--- src/rtl/mcu_pc_pkg.sv ---
/*
 Shared constants, types and carriers for the fetch pipeline and program counter.
 Assumes one system clock and a word-wide program memory on the far side.
*/
package mcu_pc_pkg;
    localparam int PC_W = 11;
    localparam int PCL_W = 8;
    localparam int PCH_W = 3;
    localparam int WORD_W = 16;
    localparam int DATA_W = 8;
    localparam int REG_AW = 4;
    localparam int PHASES = 4;
    localparam int SLOW_DIV_DEFAULT = 8;

    localparam logic [PC_W-1:0] RESET_VECTOR = 11'h000;
    localparam logic [PC_W-1:0] PC_STEP = 11'h001;
    localparam logic [DATA_W-1:0] ACC_RESET = 8'h00;
    localparam logic [DATA_W-1:0] ZERO_BYTE = 8'h00;
    localparam logic [WORD_W-1:0] WORD_RESET = 16'h0000;

    // Register offsets
    localparam logic [REG_AW-1:0] REG_PCL = 4'h0;
    localparam logic [REG_AW-1:0] REG_ACC = 4'h1;
    localparam logic [REG_AW-1:0] REG_STATUS = 4'h2;
    localparam logic [REG_AW-1:0] REG_CLK_CTRL = 4'h3;

    // Field positions
    localparam int ST_PHASE_LSB = 0;
    localparam int ST_DUMMY = 2;
    localparam int ST_SW_PEND = 3;
    localparam int ST_OSC_SLOW = 4;
    localparam int CLK_SLOW_BIT = 0;
    localparam int OP_MSB = 15;
    localparam int OP_LSB = 13;
    localparam int TGT_MSB = 10;
    localparam int IMM_MSB = 7;

    typedef enum logic [2:0] {
        OP_NOP = 3'h0,
        OP_ADDI = 3'h1,
        OP_JMP = 3'h2,
        OP_CALL = 3'h3,
        OP_SKZ = 3'h4,
        OP_WR_PCL = 3'h5,
        OP_RD_PCL = 3'h6,
        OP_LDI = 3'h7
    } opcode_t;

    typedef enum logic [1:0] {
        PH_T1 = 2'h0,
        PH_T2 = 2'h1,
        PH_T3 = 2'h2,
        PH_T4 = 2'h3
    } phase_t;

    typedef struct packed {
        logic wr;
        logic rd;
        logic [REG_AW-1:0] addr;
        logic [DATA_W-1:0] wdata;
    } reg_req_t;

    typedef struct packed {
        logic rd;
        logic [PC_W-1:0] addr;
    } fetch_req_t;

    typedef struct packed {
        logic push;
        logic [PC_W-1:0] ret_addr;
    } stack_push_t;
endpackage

--- src/rtl/osc_tick_gen.sv ---
/*
 Phase-advance tick from the fast or slow internal oscillator.
 Assumes the select comes from a register on sys_clk, so no synchroniser.
*/
`timescale 1ns/1ns
module osc_tick_gen #(
    parameter int SLOW_DIV = mcu_pc_pkg::SLOW_DIV_DEFAULT
) (
    input wire logic sys_clk,
    input wire logic rst_n,
    input wire logic slow_sel,
    output logic tick_reg
);
    localparam int CW = $clog2(SLOW_DIV);
    localparam logic [CW-1:0] LAST = CW'(SLOW_DIV - 1);

    logic [CW-1:0] div_reg;

    generate
        if (SLOW_DIV < 2) begin : g_bad
            $error("SLOW_DIV must be at least 2");
        end
    endgenerate

    // Slow source stretches each phase over SLOW_DIV system clocks
    always_ff @(posedge sys_clk or negedge rst_n) begin
        if (!rst_n) begin
            div_reg <= '0;
            tick_reg <= 1'b0;
        end else if (!slow_sel) begin
            div_reg <= '0;
            tick_reg <= 1'b1;
        end else begin
            div_reg <= (div_reg == LAST) ? '0 : CW'(div_reg + 1'b1);
            tick_reg <= (div_reg == LAST);
        end
    end
endmodule

--- src/rtl/phase_seq.sv ---
/*
 Four-phase sequencer: one-hot non-overlapping phase strobes.
 Assumes a one-cycle tick per phase step on the same clock.
*/
`timescale 1ns/1ns
module phase_seq (
    input wire logic sys_clk,
    input wire logic rst_n,
    input wire logic tick,
    output mcu_pc_pkg::phase_t phase_reg,
    output logic [mcu_pc_pkg::PHASES-1:0] phase_clk_reg
);
    mcu_pc_pkg::phase_t phase_next;

    always_comb begin
        case (phase_reg)
            mcu_pc_pkg::PH_T1: phase_next = mcu_pc_pkg::PH_T2;
            mcu_pc_pkg::PH_T2: phase_next = mcu_pc_pkg::PH_T3;
            mcu_pc_pkg::PH_T3: phase_next = mcu_pc_pkg::PH_T4;
            mcu_pc_pkg::PH_T4: phase_next = mcu_pc_pkg::PH_T1;
            default: phase_next = mcu_pc_pkg::PH_T1;
        endcase
    end

    // Start in T4 so the first tick opens a T1 fetch
    always_ff @(posedge sys_clk or negedge rst_n) begin
        if (!rst_n) begin
            phase_reg <= mcu_pc_pkg::PH_T4;
            phase_clk_reg <= 4'h8;
        end else if (tick) begin
            phase_reg <= phase_next;
            phase_clk_reg <= 4'h1 << phase_next;
        end
    end
endmodule

--- src/rtl/mcu_fetch_pipeline_pc.sv ---
/*
 Instruction fetch pipeline and 11-bit program counter of a small 8-bit core,
 with a minimal accumulator datapath and a byte-wide register port.
 Assumes program memory answers within one instruction cycle and that
 stack storage and interrupt arbitration sit outside.
*/
// The register offsets and the address-and-strobe port were left to the implementer.
// Function
// - The phase rate comes from either the fast or the slow internal oscillator.
// - The clock is split into four non-overlapping phases forming one instruction cycle.
// - At the start of the first phase the counter advances and a new fetch begins.
// - Phases two to four decode and execute the current instruction.
// - Fetch of the next word overlaps execution, so plain instructions take one cycle.
// - Any instruction that changes the counter costs one extra cycle.
// - A branch spends its first cycle getting the target and its second branching.
// - The counter steps by one unless a non-consecutive transfer is needed.
// - Jumps, calls, interrupts and reset load their target straight into the counter.
// - A taken skip discards the prefetched word and runs a dummy cycle.
// - The counter is three high bits plus an eight-bit low byte.
// - Only the low byte is reachable by software; the high bits are not.
// - Operations go through an eight-bit ALU and the accumulator.
// - Reset sets the counter to address zero and execution starts there.
// - A software write to the low byte jumps within the page and inserts a dummy cycle.
`timescale 1ns/1ns
module mcu_fetch_pipeline_pc #(
    parameter int SLOW_DIV = mcu_pc_pkg::SLOW_DIV_DEFAULT
) (
    input wire logic sys_clk,
    input wire logic rst_n,
    input mcu_pc_pkg::reg_req_t reg_req,
    output logic [mcu_pc_pkg::DATA_W-1:0] reg_rdata_reg,
    input wire logic [mcu_pc_pkg::WORD_W-1:0] mem_data,
    output mcu_pc_pkg::fetch_req_t mem_req_reg,
    input wire logic int_req,
    input wire logic [mcu_pc_pkg::PC_W-1:0] int_vec,
    output logic int_ack_reg,
    output mcu_pc_pkg::stack_push_t stack_push_reg,
    output logic [mcu_pc_pkg::PHASES-1:0] instruction_phase_clocks,
    output logic [mcu_pc_pkg::PCH_W-1:0] program_counter_high_bits
);
    localparam int PC_W = mcu_pc_pkg::PC_W;
    localparam int DW = mcu_pc_pkg::DATA_W;
    localparam int WW = mcu_pc_pkg::WORD_W;
    localparam int PHASE_W = $bits(mcu_pc_pkg::phase_t);

    generate
        if (PC_W != mcu_pc_pkg::PCH_W + mcu_pc_pkg::PCL_W) begin : g_bad_pc
            $error("Counter width must equal high bits plus low byte");
        end
        // Divider must be at least 2; field layout must agree with the slices the logic takes
        if (SLOW_DIV < 2) begin : g_bad_div
            $error("SLOW_DIV must be at least 2");
        end
        if (mcu_pc_pkg::TGT_MSB != PC_W - 1) begin : g_bad_tgt
            $error("Target field must span the counter");
        end
        if (mcu_pc_pkg::IMM_MSB != DW - 1) begin : g_bad_imm
            $error("Immediate field must be one byte");
        end
        if (mcu_pc_pkg::ST_OSC_SLOW >= DW) begin : g_bad_st
            $error("Status fields must fit the read byte");
        end
        if (mcu_pc_pkg::OP_MSB - mcu_pc_pkg::OP_LSB + 1 != $bits(mcu_pc_pkg::opcode_t)) begin : g_bad_op
            $error("Opcode field must match the opcode width");
        end
    endgenerate

    // Page-relative target: high bits kept, low byte replaced
    function automatic logic [PC_W-1:0] page_target(
        input logic [PC_W-1:0] base,
        input logic [DW-1:0] low
    );
        page_target = {base[PC_W-1:DW], low};
    endfunction

    function automatic mcu_pc_pkg::opcode_t op_of(input logic [WW-1:0] word);
        op_of = mcu_pc_pkg::opcode_t'(word[mcu_pc_pkg::OP_MSB:mcu_pc_pkg::OP_LSB]);
    endfunction

    function automatic logic reg_hit(
        input mcu_pc_pkg::reg_req_t req,
        input logic [mcu_pc_pkg::REG_AW-1:0] offset
    );
        reg_hit = (req.addr == offset);
    endfunction

    // Status byte: phase, dummy flag, pending low-byte write, slow oscillator
    function automatic logic [DW-1:0] status_byte(
        input mcu_pc_pkg::phase_t ph,
        input logic dummy,
        input logic pend,
        input logic slow
    );
        logic [DW-1:0] st;
        st = mcu_pc_pkg::ZERO_BYTE;
        st[mcu_pc_pkg::ST_PHASE_LSB +: PHASE_W] = ph;
        st[mcu_pc_pkg::ST_DUMMY] = dummy;
        st[mcu_pc_pkg::ST_SW_PEND] = pend;
        st[mcu_pc_pkg::ST_OSC_SLOW] = slow;
        status_byte = st;
    endfunction

    // Program counter, split into page bits and low byte
    logic [PC_W-1:0] pc_reg;
    logic [PC_W-1:0] pc_next;

    // Instruction register and pipeline state
    logic [WW-1:0] ir_reg;
    logic ir_valid_reg;
    logic primed_reg;
    logic [DW-1:0] acc_reg;
    logic [DW-1:0] acc_next;

    // Software side
    logic osc_slow_reg;
    logic pcl_pend_reg;
    logic [DW-1:0] pcl_val_reg;

    // Phase timing
    logic phase_tick;
    mcu_pc_pkg::phase_t phase;
    logic cycle_end;

    // Execute decode
    mcu_pc_pkg::opcode_t op;
    logic exec_branch;
    logic [PC_W-1:0] exec_target;
    logic int_take;
    logic sw_take;
    logic push_take;
    logic pcl_wr_hit;
    logic clk_wr_hit;
    logic redirect;
    logic [PC_W-1:0] redirect_addr;
    logic [PC_W-1:0] fetch_addr;
    logic [mcu_pc_pkg::PHASES-1:0] phase_clk;

    osc_tick_gen #(
        .SLOW_DIV(SLOW_DIV)
    ) u_osc (
        .sys_clk(sys_clk),
        .rst_n(rst_n),
        .slow_sel(osc_slow_reg),
        .tick_reg(phase_tick)
    );

    phase_seq u_phase (
        .sys_clk(sys_clk),
        .rst_n(rst_n),
        .tick(phase_tick),
        .phase_reg(phase),
        .phase_clk_reg(phase_clk)
    );

    assign instruction_phase_clocks = phase_clk;

    // The T4 step is the boundary: execution retires and T1 begins
    assign cycle_end = phase_tick && (phase == mcu_pc_pkg::PH_T4);

    assign program_counter_high_bits = pc_reg[PC_W-1:DW];

    // Decode of the word in execution; effects land at the cycle boundary
    always_comb begin
        op = op_of(ir_reg);
        exec_branch = 1'b0;
        exec_target = pc_reg;
        if (ir_valid_reg) begin
            case (op)
                mcu_pc_pkg::OP_JMP: begin
                    exec_branch = 1'b1;
                    exec_target = ir_reg[mcu_pc_pkg::TGT_MSB:0];
                end
                mcu_pc_pkg::OP_CALL: begin
                    exec_branch = 1'b1;
                    exec_target = ir_reg[mcu_pc_pkg::TGT_MSB:0];
                end
                mcu_pc_pkg::OP_SKZ: begin
                    // Prefetched word is dropped; resume one past it
                    exec_branch = (acc_reg == mcu_pc_pkg::ZERO_BYTE);
                    exec_target = pc_reg;
                end
                mcu_pc_pkg::OP_WR_PCL: begin
                    exec_branch = 1'b1;
                    exec_target = page_target(pc_reg, acc_reg);
                end
                default: begin
                    exec_branch = 1'b0;
                    exec_target = pc_reg;
                end
            endcase
        end
    end

    // Interrupts only at a real instruction boundary, never during a dummy
    assign int_take = int_req && ir_valid_reg && !exec_branch;
    assign sw_take = pcl_pend_reg && !exec_branch && !int_take;
    assign redirect = exec_branch || int_take || sw_take;
    // Calls and interrupts hand the dropped prefetch address to the stack
    assign push_take = cycle_end && (int_take || (exec_branch && op == mcu_pc_pkg::OP_CALL));

    // Register decodes shared by the write side
    assign pcl_wr_hit = reg_req.wr && reg_hit(reg_req, mcu_pc_pkg::REG_PCL);
    assign clk_wr_hit = reg_req.wr && reg_hit(reg_req, mcu_pc_pkg::REG_CLK_CTRL);

    // Page bits of a software jump come from the counter at the consuming boundary
    always_comb begin
        if (exec_branch) begin
            redirect_addr = exec_target;
        end else if (int_take) begin
            redirect_addr = int_vec;
        end else begin
            redirect_addr = page_target(pc_reg, pcl_val_reg);
        end
    end

    assign fetch_addr = redirect ? redirect_addr : pc_reg;
    assign pc_next = PC_W'(fetch_addr + mcu_pc_pkg::PC_STEP);

    // Counter advances as T1 opens
    always_ff @(posedge sys_clk or negedge rst_n) begin
        if (!rst_n) begin
            pc_reg <= mcu_pc_pkg::RESET_VECTOR;
        end else if (cycle_end) begin
            pc_reg <= pc_next;
        end
    end

    // Fetch request for the word executed next cycle
    always_ff @(posedge sys_clk or negedge rst_n) begin
        if (!rst_n) begin
            mem_req_reg.rd <= 1'b0;
            mem_req_reg.addr <= mcu_pc_pkg::RESET_VECTOR;
        end else if (cycle_end) begin
            mem_req_reg.rd <= 1'b1;
            mem_req_reg.addr <= fetch_addr;
        end else begin
            mem_req_reg.rd <= 1'b0;
        end
    end

    // Nothing is in flight before the first fetch, so the first load is a dummy
    always_ff @(posedge sys_clk or negedge rst_n) begin
        if (!rst_n) begin
            primed_reg <= 1'b0;
        end else if (cycle_end) begin
            primed_reg <= 1'b1;
        end
    end

    // Prefetched word becomes the executing one; a redirect turns it into a dummy
    always_ff @(posedge sys_clk or negedge rst_n) begin
        if (!rst_n) begin
            ir_reg <= mcu_pc_pkg::WORD_RESET;
            ir_valid_reg <= 1'b0;
        end else if (cycle_end) begin
            ir_reg <= mem_data;
            ir_valid_reg <= !redirect && primed_reg;
        end
    end

    // Accumulator datapath, eight bits wide
    always_comb begin
        acc_next = acc_reg;
        if (ir_valid_reg) begin
            case (op)
                mcu_pc_pkg::OP_ADDI: acc_next = DW'(acc_reg + ir_reg[mcu_pc_pkg::IMM_MSB:0]);
                mcu_pc_pkg::OP_LDI: acc_next = ir_reg[mcu_pc_pkg::IMM_MSB:0];
                mcu_pc_pkg::OP_RD_PCL: acc_next = pc_reg[DW-1:0];
                default: acc_next = acc_reg;
            endcase
        end
    end

    always_ff @(posedge sys_clk or negedge rst_n) begin
        if (!rst_n) begin
            acc_reg <= mcu_pc_pkg::ACC_RESET;
        end else if (cycle_end) begin
            acc_reg <= acc_next;
        end
    end

    // Return address for calls and interrupts: the word that was discarded
    always_ff @(posedge sys_clk or negedge rst_n) begin
        if (!rst_n) begin
            stack_push_reg.push <= 1'b0;
            stack_push_reg.ret_addr <= mcu_pc_pkg::RESET_VECTOR;
        end else if (push_take) begin
            stack_push_reg.push <= 1'b1;
            stack_push_reg.ret_addr <= mem_req_reg.addr;
        end else begin
            stack_push_reg.push <= 1'b0;
        end
    end

    // Ack lands with the stack push, one pulse per taken interrupt
    always_ff @(posedge sys_clk or negedge rst_n) begin
        if (!rst_n) begin
            int_ack_reg <= 1'b0;
        end else begin
            int_ack_reg <= cycle_end && int_take;
        end
    end

    // Low-byte write held until a boundary; a new write beats the consume
    always_ff @(posedge sys_clk or negedge rst_n) begin
        if (!rst_n) begin
            pcl_pend_reg <= 1'b0;
            pcl_val_reg <= mcu_pc_pkg::ZERO_BYTE;
        end else if (pcl_wr_hit) begin
            pcl_pend_reg <= 1'b1;
            pcl_val_reg <= reg_req.wdata;
        end else if (cycle_end && sw_take) begin
            pcl_pend_reg <= 1'b0;
        end
    end

    // Oscillator choice; switching mid-cycle only stretches (to slow) or shortens (to fast) the current phase
    always_ff @(posedge sys_clk or negedge rst_n) begin
        if (!rst_n) begin
            osc_slow_reg <= 1'b0;
        end else if (clk_wr_hit) begin
            osc_slow_reg <= reg_req.wdata[mcu_pc_pkg::CLK_SLOW_BIT];
        end
    end

    // Read port: data valid the cycle after the strobe, zero otherwise
    always_ff @(posedge sys_clk or negedge rst_n) begin
        if (!rst_n) begin
            reg_rdata_reg <= mcu_pc_pkg::ZERO_BYTE;
        end else if (reg_req.rd) begin
            reg_rdata_reg <= mcu_pc_pkg::ZERO_BYTE;
            case (reg_req.addr)
                mcu_pc_pkg::REG_PCL: reg_rdata_reg <= pc_reg[DW-1:0];
                mcu_pc_pkg::REG_ACC: reg_rdata_reg <= acc_reg;
                mcu_pc_pkg::REG_STATUS: reg_rdata_reg <= status_byte(phase, !ir_valid_reg, pcl_pend_reg, osc_slow_reg);
                mcu_pc_pkg::REG_CLK_CTRL: reg_rdata_reg[mcu_pc_pkg::CLK_SLOW_BIT] <= osc_slow_reg;
                default: reg_rdata_reg <= mcu_pc_pkg::ZERO_BYTE;
            endcase
        end else begin
            reg_rdata_reg <= mcu_pc_pkg::ZERO_BYTE;
        end
    end
endmodule

--- config.mk ---
export PLATFORM = sky130hd
export DESIGN_NAME = mcu_fetch_pipeline_pc
export DESIGN_NICKNAME = d
export VERILOG_FILES = /design/src/rtl/mcu_pc_pkg.sv /design/src/rtl/osc_tick_gen.sv /design/src/rtl/phase_seq.sv /design/src/rtl/mcu_fetch_pipeline_pc.sv
export SDC_FILE = /design/constraint.sdc
export NUM_CORES = 1
export LEC_CHECK = 0
export BUFFER_PORTS_ARGS = -buffer_cell sky130_fd_sc_hd__buf_2
export CAP_MARGIN = 10
export CORE_MARGIN = 1.5
export CORE_UTILIZATION = 25
export CTS_CLUSTER_DIAMETER = 60
export DETAILED_ROUTE_END_ITERATION = 16
export SLEW_MARGIN = 40
export SYNTH_ARGS = -nofsm -noshare
export SYNTH_HDL_FRONTEND = slang
export SYNTH_SLANG_ARGS = --single-unit
--- constraint.sdc ---
create_clock -name sys_clk -period 3.7 [get_ports sys_clk]
set_clock_uncertainty 0.15 [all_clocks]
set_input_delay 0.185 -clock sys_clk [delete_from_list [all_inputs] [get_ports sys_clk]]
set_output_delay 0.185 -clock sys_clk [all_outputs]
set_load 0.02 [all_outputs]
==> metrics.cfg, run 1 <==
[power_and_ir_drop]
power.switching_mw = 2.32
swShare_pct = 42.3
internal_power_mw = 3.16
powerDensity_mw_per_mm2 = 910
vdd_drop_max_mv = 0.309
p_total_mw = 5.48
pwr-share-comb_pct = 47.4
pwr-share-clk_pct = 20.6
p_leak_nw = 2.88
pwr-share-seq_pct = 31.9

[worst_hold_path]
worstHoldPathType = input port to flop
worstHoldStart = reg_req[10]

[synthesis]
synth.area.top_cells = dfrtp_1 (45%), nand2_1 (10%), mux2i_1 (4.0%)
synthAdderAreaFrac_pct = 4.36
yosysSeqAreaShare_pct = 46.3
synthMuxAreaShare_pct = 7.53
synth_top_family_by_area = simple AND/OR/NAND/NOR gates
yosysWarningCount = 0
synth_top_cell_area_share_pct = 44.6
synth_xor_area_share_pct = 2.39
syn_area_mm2 = 0.00477
synth-main-ff-cell = dfrtp_1
syn_inst = 508
ys_top_cells_by_count = nand2_1 (130), dfrtp_1 (85), nor2_1 (33), o21ai_0 (29), a21oi_1 (20)
ys_types = 62
yosysMostFrequentCell = nand2_1
synth_compound_area_share_pct = 14.3
avgSynthCellArea_um2 = 9.38
synth_edf_count = 0
ys_async_sr_fraction_pct = 100
synth_top_area_cell = dfrtp_1
ys_ff_latch = 88
syn_nets = 568
synthSimpleGateAreaFrac_pct = 20.6

[clock_tree]
root_buffer = clkbuf_16
cts_tree = yes
clockBufferDepth = 2
htree_levels = 3
holdBufCountCts = 24
cts_sinks = 88
cts_buffers = 9
clk_pin_slew_worst_paths_ns = 0.06
clkLatencyLatePin_ns = 0.36
cts_resized = 0
cts_setup_buffers = 0

[place]
dp_hpwl_um = 9850
gp_congestion = 0.971
numPortBuffers = 81

[setup_path]
endpoint = pc_reg[9]$_DFFE_PN0P_
critPathLaunch = acc_reg[3]$_DFFE_PN0P_
worstRegToRegCells = 8
cp.arrival_ns = 3.52
r2r-end = pc_reg[9]$_DFFE_PN0P_
end_kind = flop
worstReg2RegStart = acc_reg[3]$_DFFE_PN0P_
critPathLaunchType = flop
crit_type = flop to flop
cp_max_fo = 11
worst-r2r-setup-slack_ns = 0.28
worstPathRequired_ns = 3.81

[grt]
grt.total_usage_pct = 14.2
overflow = 0
grt_pass1_vias = 3952
grt_pass1_wl_um = 21800
antenna_found_initial = 0
grt_max_degree = 75

[outcome]
status = completed

[timing]
drv_slew = 0
rsz0062_at_grt = no
maxSlewHeadroom_pct = 53.7
post-route-min-period_ns = 3.42
tightest_slew_ns = 0.694
finalHoldViolations = 0
tns_ns = 0
fmax_mhz = 293
final-setup-viol-count = 0
fin_crit_sh_pct = 92.3

[flow_run]
maxCapViolCount = 0

[cells_and_area]
syn2layout_area_growth_pct = 26.5
largest_reg_flops = 14
n_antenna_cell = 0
nets = 673
drive_gt1_share_pct = 23.3

[route]
firstDrtPassIters = 4
vias = 4004
viasPerCell = 4.70
wl_per_cell_um = 15.5
drtIter0Drc = 377
ant_nets = 0
drc = 0
drt_wl_total_um = 13200

[die]
ios = 84
coreArea_mm2 = 0.0187
die-area_mm2 = 0.0199
die_h_um = 141
row_count = 50
start_util_pct = 25.5
die_w_um = 141

critical path, stage by stage (launching register included):
cell      delay, ns
dfrtp_1        0.44
or4_4          0.57
or3_4          0.47
a31oi_4        0.31
o221ai_2       0.19
a222oi_1       0.47
nand3_2        0.18
o31a_1         0.33
o31ai_1        0.20
worst min path at each step:
stage,cells after the start,end
finish,3,reg_rdata_reg[0]$_DFF_PN0_
detailed placement,1,ir_reg[0]$_DFFE_PN0P_
floorplan,0,acc_reg[0]$_DFFE_PN0P_
CTS,3,reg_rdata_reg[0]$_DFF_PN0_
global route,3,reg_rdata_reg[0]$_DFF_PN0_
global placement,3,ir_reg[15]$_DFFE_PN0P_
cell usage in the layout (no fill, tap or decap), types with 6 or more instances in the layout:
| cell | count |
|---|---|
| buf_2 | 80 |
| mux2i_1 | 19 |
| and2_1 | 6 |
| mux2_2 | 13 |
| a31oi_1 | 7 |
| nor3_1 | 6 |
| xnor2_1 | 10 |
| dfrtp_1 | 85 |
| buf_4 | 15 |
| inv_1 | 13 |
| a21oi_1 | 20 |
| ha_1 | 15 |
| clkbuf_16 | 9 |
| nand2_1 | 130 |
| dlygate4sd3_1 | 24 |
| o21ai_0 | 29 |
| nand3_1 | 8 |
| nor2_1 | 33 |
power by group through the flow:
| stage | logic [mW] | clock network, mW | registers [mW] |
|---|---|---|---|
| finish | 2.60 | 1.13 | 1.75 |
| CTS | 2.61 | 1.16 | 1.76 |
| floorplan | 1.80 | 0 | 1.79 |
| global route | 2.93 | 1.20 | 1.81 |
| detailed placement | 2.58 | 0 | 1.77 |
| global placement | 2.55 | 0 | 1.76 |
logic make-up (layout without fill, tap and decap cells):
family,after synthesis,after routing
AO/OA/AOI/OAI,101,101
buffers and inverters,40,150
flip-flops,88,88
adder cells (fa/ha/maj),16,16
multiplexers,33,33
XOR/XNOR,13,13
AND/OR/NAND/NOR,217,217
through the flow:
step	hold slack, ns	instances	util [%]	worst slack (ns)	cell area [um2]
after floorplan	-0.261	508	-	0.513	4770
after global placement	0.240	812	28.9	0.370	5420
after detailed placement	0.119	812	29.0	0.308	5420
after CTS	0.00824	852	32.2	0.283	6030
after global routing	0.0314	852	32.2	0.0662	6030
final	0.0273	852	32.2	0.285	6030
area by class of cell:
cell class / instances / area, um2
Fill cell: 1963 / 12700
Tap cell: 234 / 293
Sequential cell: 88 / 2210
Clock inverter: 5 / 128
Timing Repair Buffer: 120 / 764
Inverter: 14 / 52.6
Multi-Input combinational cell: 380 / 2340
Clock buffer: 11 / 243
layer usage:
| metal | track usage, % | part of all wire (%) |
|---|---|---|
| met1 | 20.5 | 50 |
| met2 | 20.4 | 42 |
| met3 | 4.14 | 6.3 |
| met4 | 4.33 | 1.5 |
| met5 | 0 | 0 |
Note: power is estimated with default switching activity, not from simulation.
==> run 2: changes to the inputs <==
CORE_MARGIN = 2   (was 1.5)
==> run 2 against run 1 <==
Sequential power about the same. Utilization decreased by 0.47 points. Sequential cell count unchanged. Fmax about the same. Via count increased by 0.52%. Die area increased by 1.4%. Worst hold slack got worse by 0.0080 ns. Count of clock-buffer cells in the layout decreased by 1. Global-route usage decreased by 0.25 points. Power decreased by 4.4%. Largest cell class unchanged. Largest power group unchanged.
==> metrics.cfg, run 2 (same netlist as run 1, synthesis figures left out) <==
[outcome]
status = completed

[setup_path]
cp_max_fo = 11
critPathLaunchType = flop
end_kind = flop
cp.arrival_ns = 3.52
worstPathRequired_ns = 3.81
crit_type = flop to flop

[timing]
fin_crit_sh_pct = 92.2
tightest_slew_ns = 0.629
post-route-min-period_ns = 3.41
finalHoldViolations = 0
rsz0062_at_grt = no
final-setup-viol-count = 0
fmax_mhz = 293
tns_ns = 0
drv_slew = 0
maxSlewHeadroom_pct = 58.0

[power_and_ir_drop]
p_total_mw = 5.25
pwr-share-comb_pct = 50.0
power.switching_mw = 2.36
p_leak_nw = 2.84
swShare_pct = 44.9
pwr-share-seq_pct = 33.3
internal_power_mw = 2.89
vdd_drop_max_mv = 0.337
powerDensity_mw_per_mm2 = 883
pwr-share-clk_pct = 16.7

[grt]
grt_pass1_wl_um = 21900
grt_max_degree = 58
antenna_found_initial = 0
grt.total_usage_pct = 14.0
overflow = 0
grt_pass1_vias = 3976

[place]
numPortBuffers = 81
gp_congestion = 0.980
dp.cells = 812
dp_hpwl_um = 10000

[die]
die_w_um = 142
die_h_um = 142
start_util_pct = 25.5
die-area_mm2 = 0.0202
coreArea_mm2 = 0.0187
ios = 84
row_count = 50

[cells_and_area]
nFillCells = 1975
final_cell_mix = nand2_1 (130), dfrtp_1 (85), buf_2 (80)
n_antenna_cell = 0
final_cells = 852
drive_gt1_share_pct = 23.5
largest_reg_flops = 14
layout_commonest_cell = nand2_1
final_core_utilization_pct = 31.8
syn2layout_area_growth_pct = 24.7
nets = 673

[clock_tree]
clkLatencyLatePin_ns = 0.35
cts_tree = yes
cts_sinks = 88
clockBufferDepth = 2
clk_pin_slew_worst_paths_ns = 0.07
htree_levels = 3
root_buffer = clkbuf_16
cts_buffers = 9
cts_resized = 0

[route]
wl_per_cell_um = 15.9
drc = 0
vias = 4025
ant_nets = 0
firstDrtPassIters = 5
viasPerCell = 4.72
drtIter0Drc = 288
drt_wl_total_um = 13500

[flow_run]
maxCapViolCount = 0

[worst_hold_path]
worstHoldPathType = input port to flop

## run 2: changes by cell type in the layout (fill, tap and decap cells not counted)
cell        previous run  this run
inv_6                  0         1
clkinv_2               0         2
clkinv_4               0         1
bufinv_16              4         0
clkinvlp_4             1         2
clkbuf_1               1         0
## run 2: worst paths after layout
path                       cells past startpoint                          endpoint                       start  slack (ns)
setup / recovery                               8             pc_reg[9]$_DFFE_PN0P_      acc_reg[3]$_DFFE_PN0P_        0.29
hold / removal                                 3        reg_rdata_reg[0]$_DFF_PN0_                 reg_req[10]        0.02
setup reg to reg                               8             pc_reg[9]$_DFFE_PN0P_      acc_reg[3]$_DFFE_PN0P_        0.29
hold reg to reg                                1        u_osc.div_reg[0]$_DFF_PN0_  u_osc.div_reg[0]$_DFF_PN0_        0.28
max in group asynchronous                      3  u_phase.phase_reg[1]$_DFFE_PN1P_                       rst_n        2.47
min in group asynchronous                      2             ir_reg[7]$_DFFE_PN0P_                       rst_n        0.22
## run 2: per-layer routing
metal  routed length [um]  GRT usage [%]  part of all wire [%]  vias up
met1                 6760           20.1                    50     1911
li1                     -              -                     -     1974
met4                  188           3.68                   1.4        0
met2                 5660           20.4                    42      126
met5                    0              0                     0        -
met3                  915           4.00                   6.8       14
## run 2: timing repair
item                       in CTS  in global routing
setup endpoints to repair       0                  0
buffers inserted                0                  0
hold buffers                   24                  0
hold endpoints to repair       77                  0
## run 2: cell type report
type	instances	area, um2	area share [%]
repair buffers	120	764	12.9
clock buffers	10	239	4.02
well taps	234	293	4.93
flip-flops and latches	88	2210	37.1
clock inverters	6	42.5	0.716
multi-input cells	380	2340	39.4
inverters	14	52.6	0.885
## run 2: metrics by stage
stage          area, um2  hold slack [ns]  setup slack, ns
6_report            5940           0.0194            0.287
2_1_floorplan       4770           -0.261            0.513
4_1_cts             5940          0.00844            0.310
3_5_place_dp        5420            0.164            0.320
5_1_grt             5940           0.0182            0.104
3_3_place_gp        5420            0.156            0.375
## run 2: critical path, stage by stage, from the launching register on
cell	delay, ns
dfrtp_1	0.46
or4_4	0.59
or3_4	0.47
a31oi_4	0.31
o221ai_2	0.18
a222oi_1	0.47
nand3_2	0.17
o31a_1	0.33
o31ai_1	0.18
## run 2: power by group through the flow
stage / combinational (mW) / sequential [mW] / clock (mW)
after floorplan: 1.80 / 1.79 / 0
after global placement: 2.57 / 1.75 / 0
after detailed placement: 2.60 / 1.76 / 0
after CTS: 2.63 / 1.75 / 0.903
after global routing: 2.92 / 1.80 / 0.944
final: 2.62 / 1.74 / 0.876
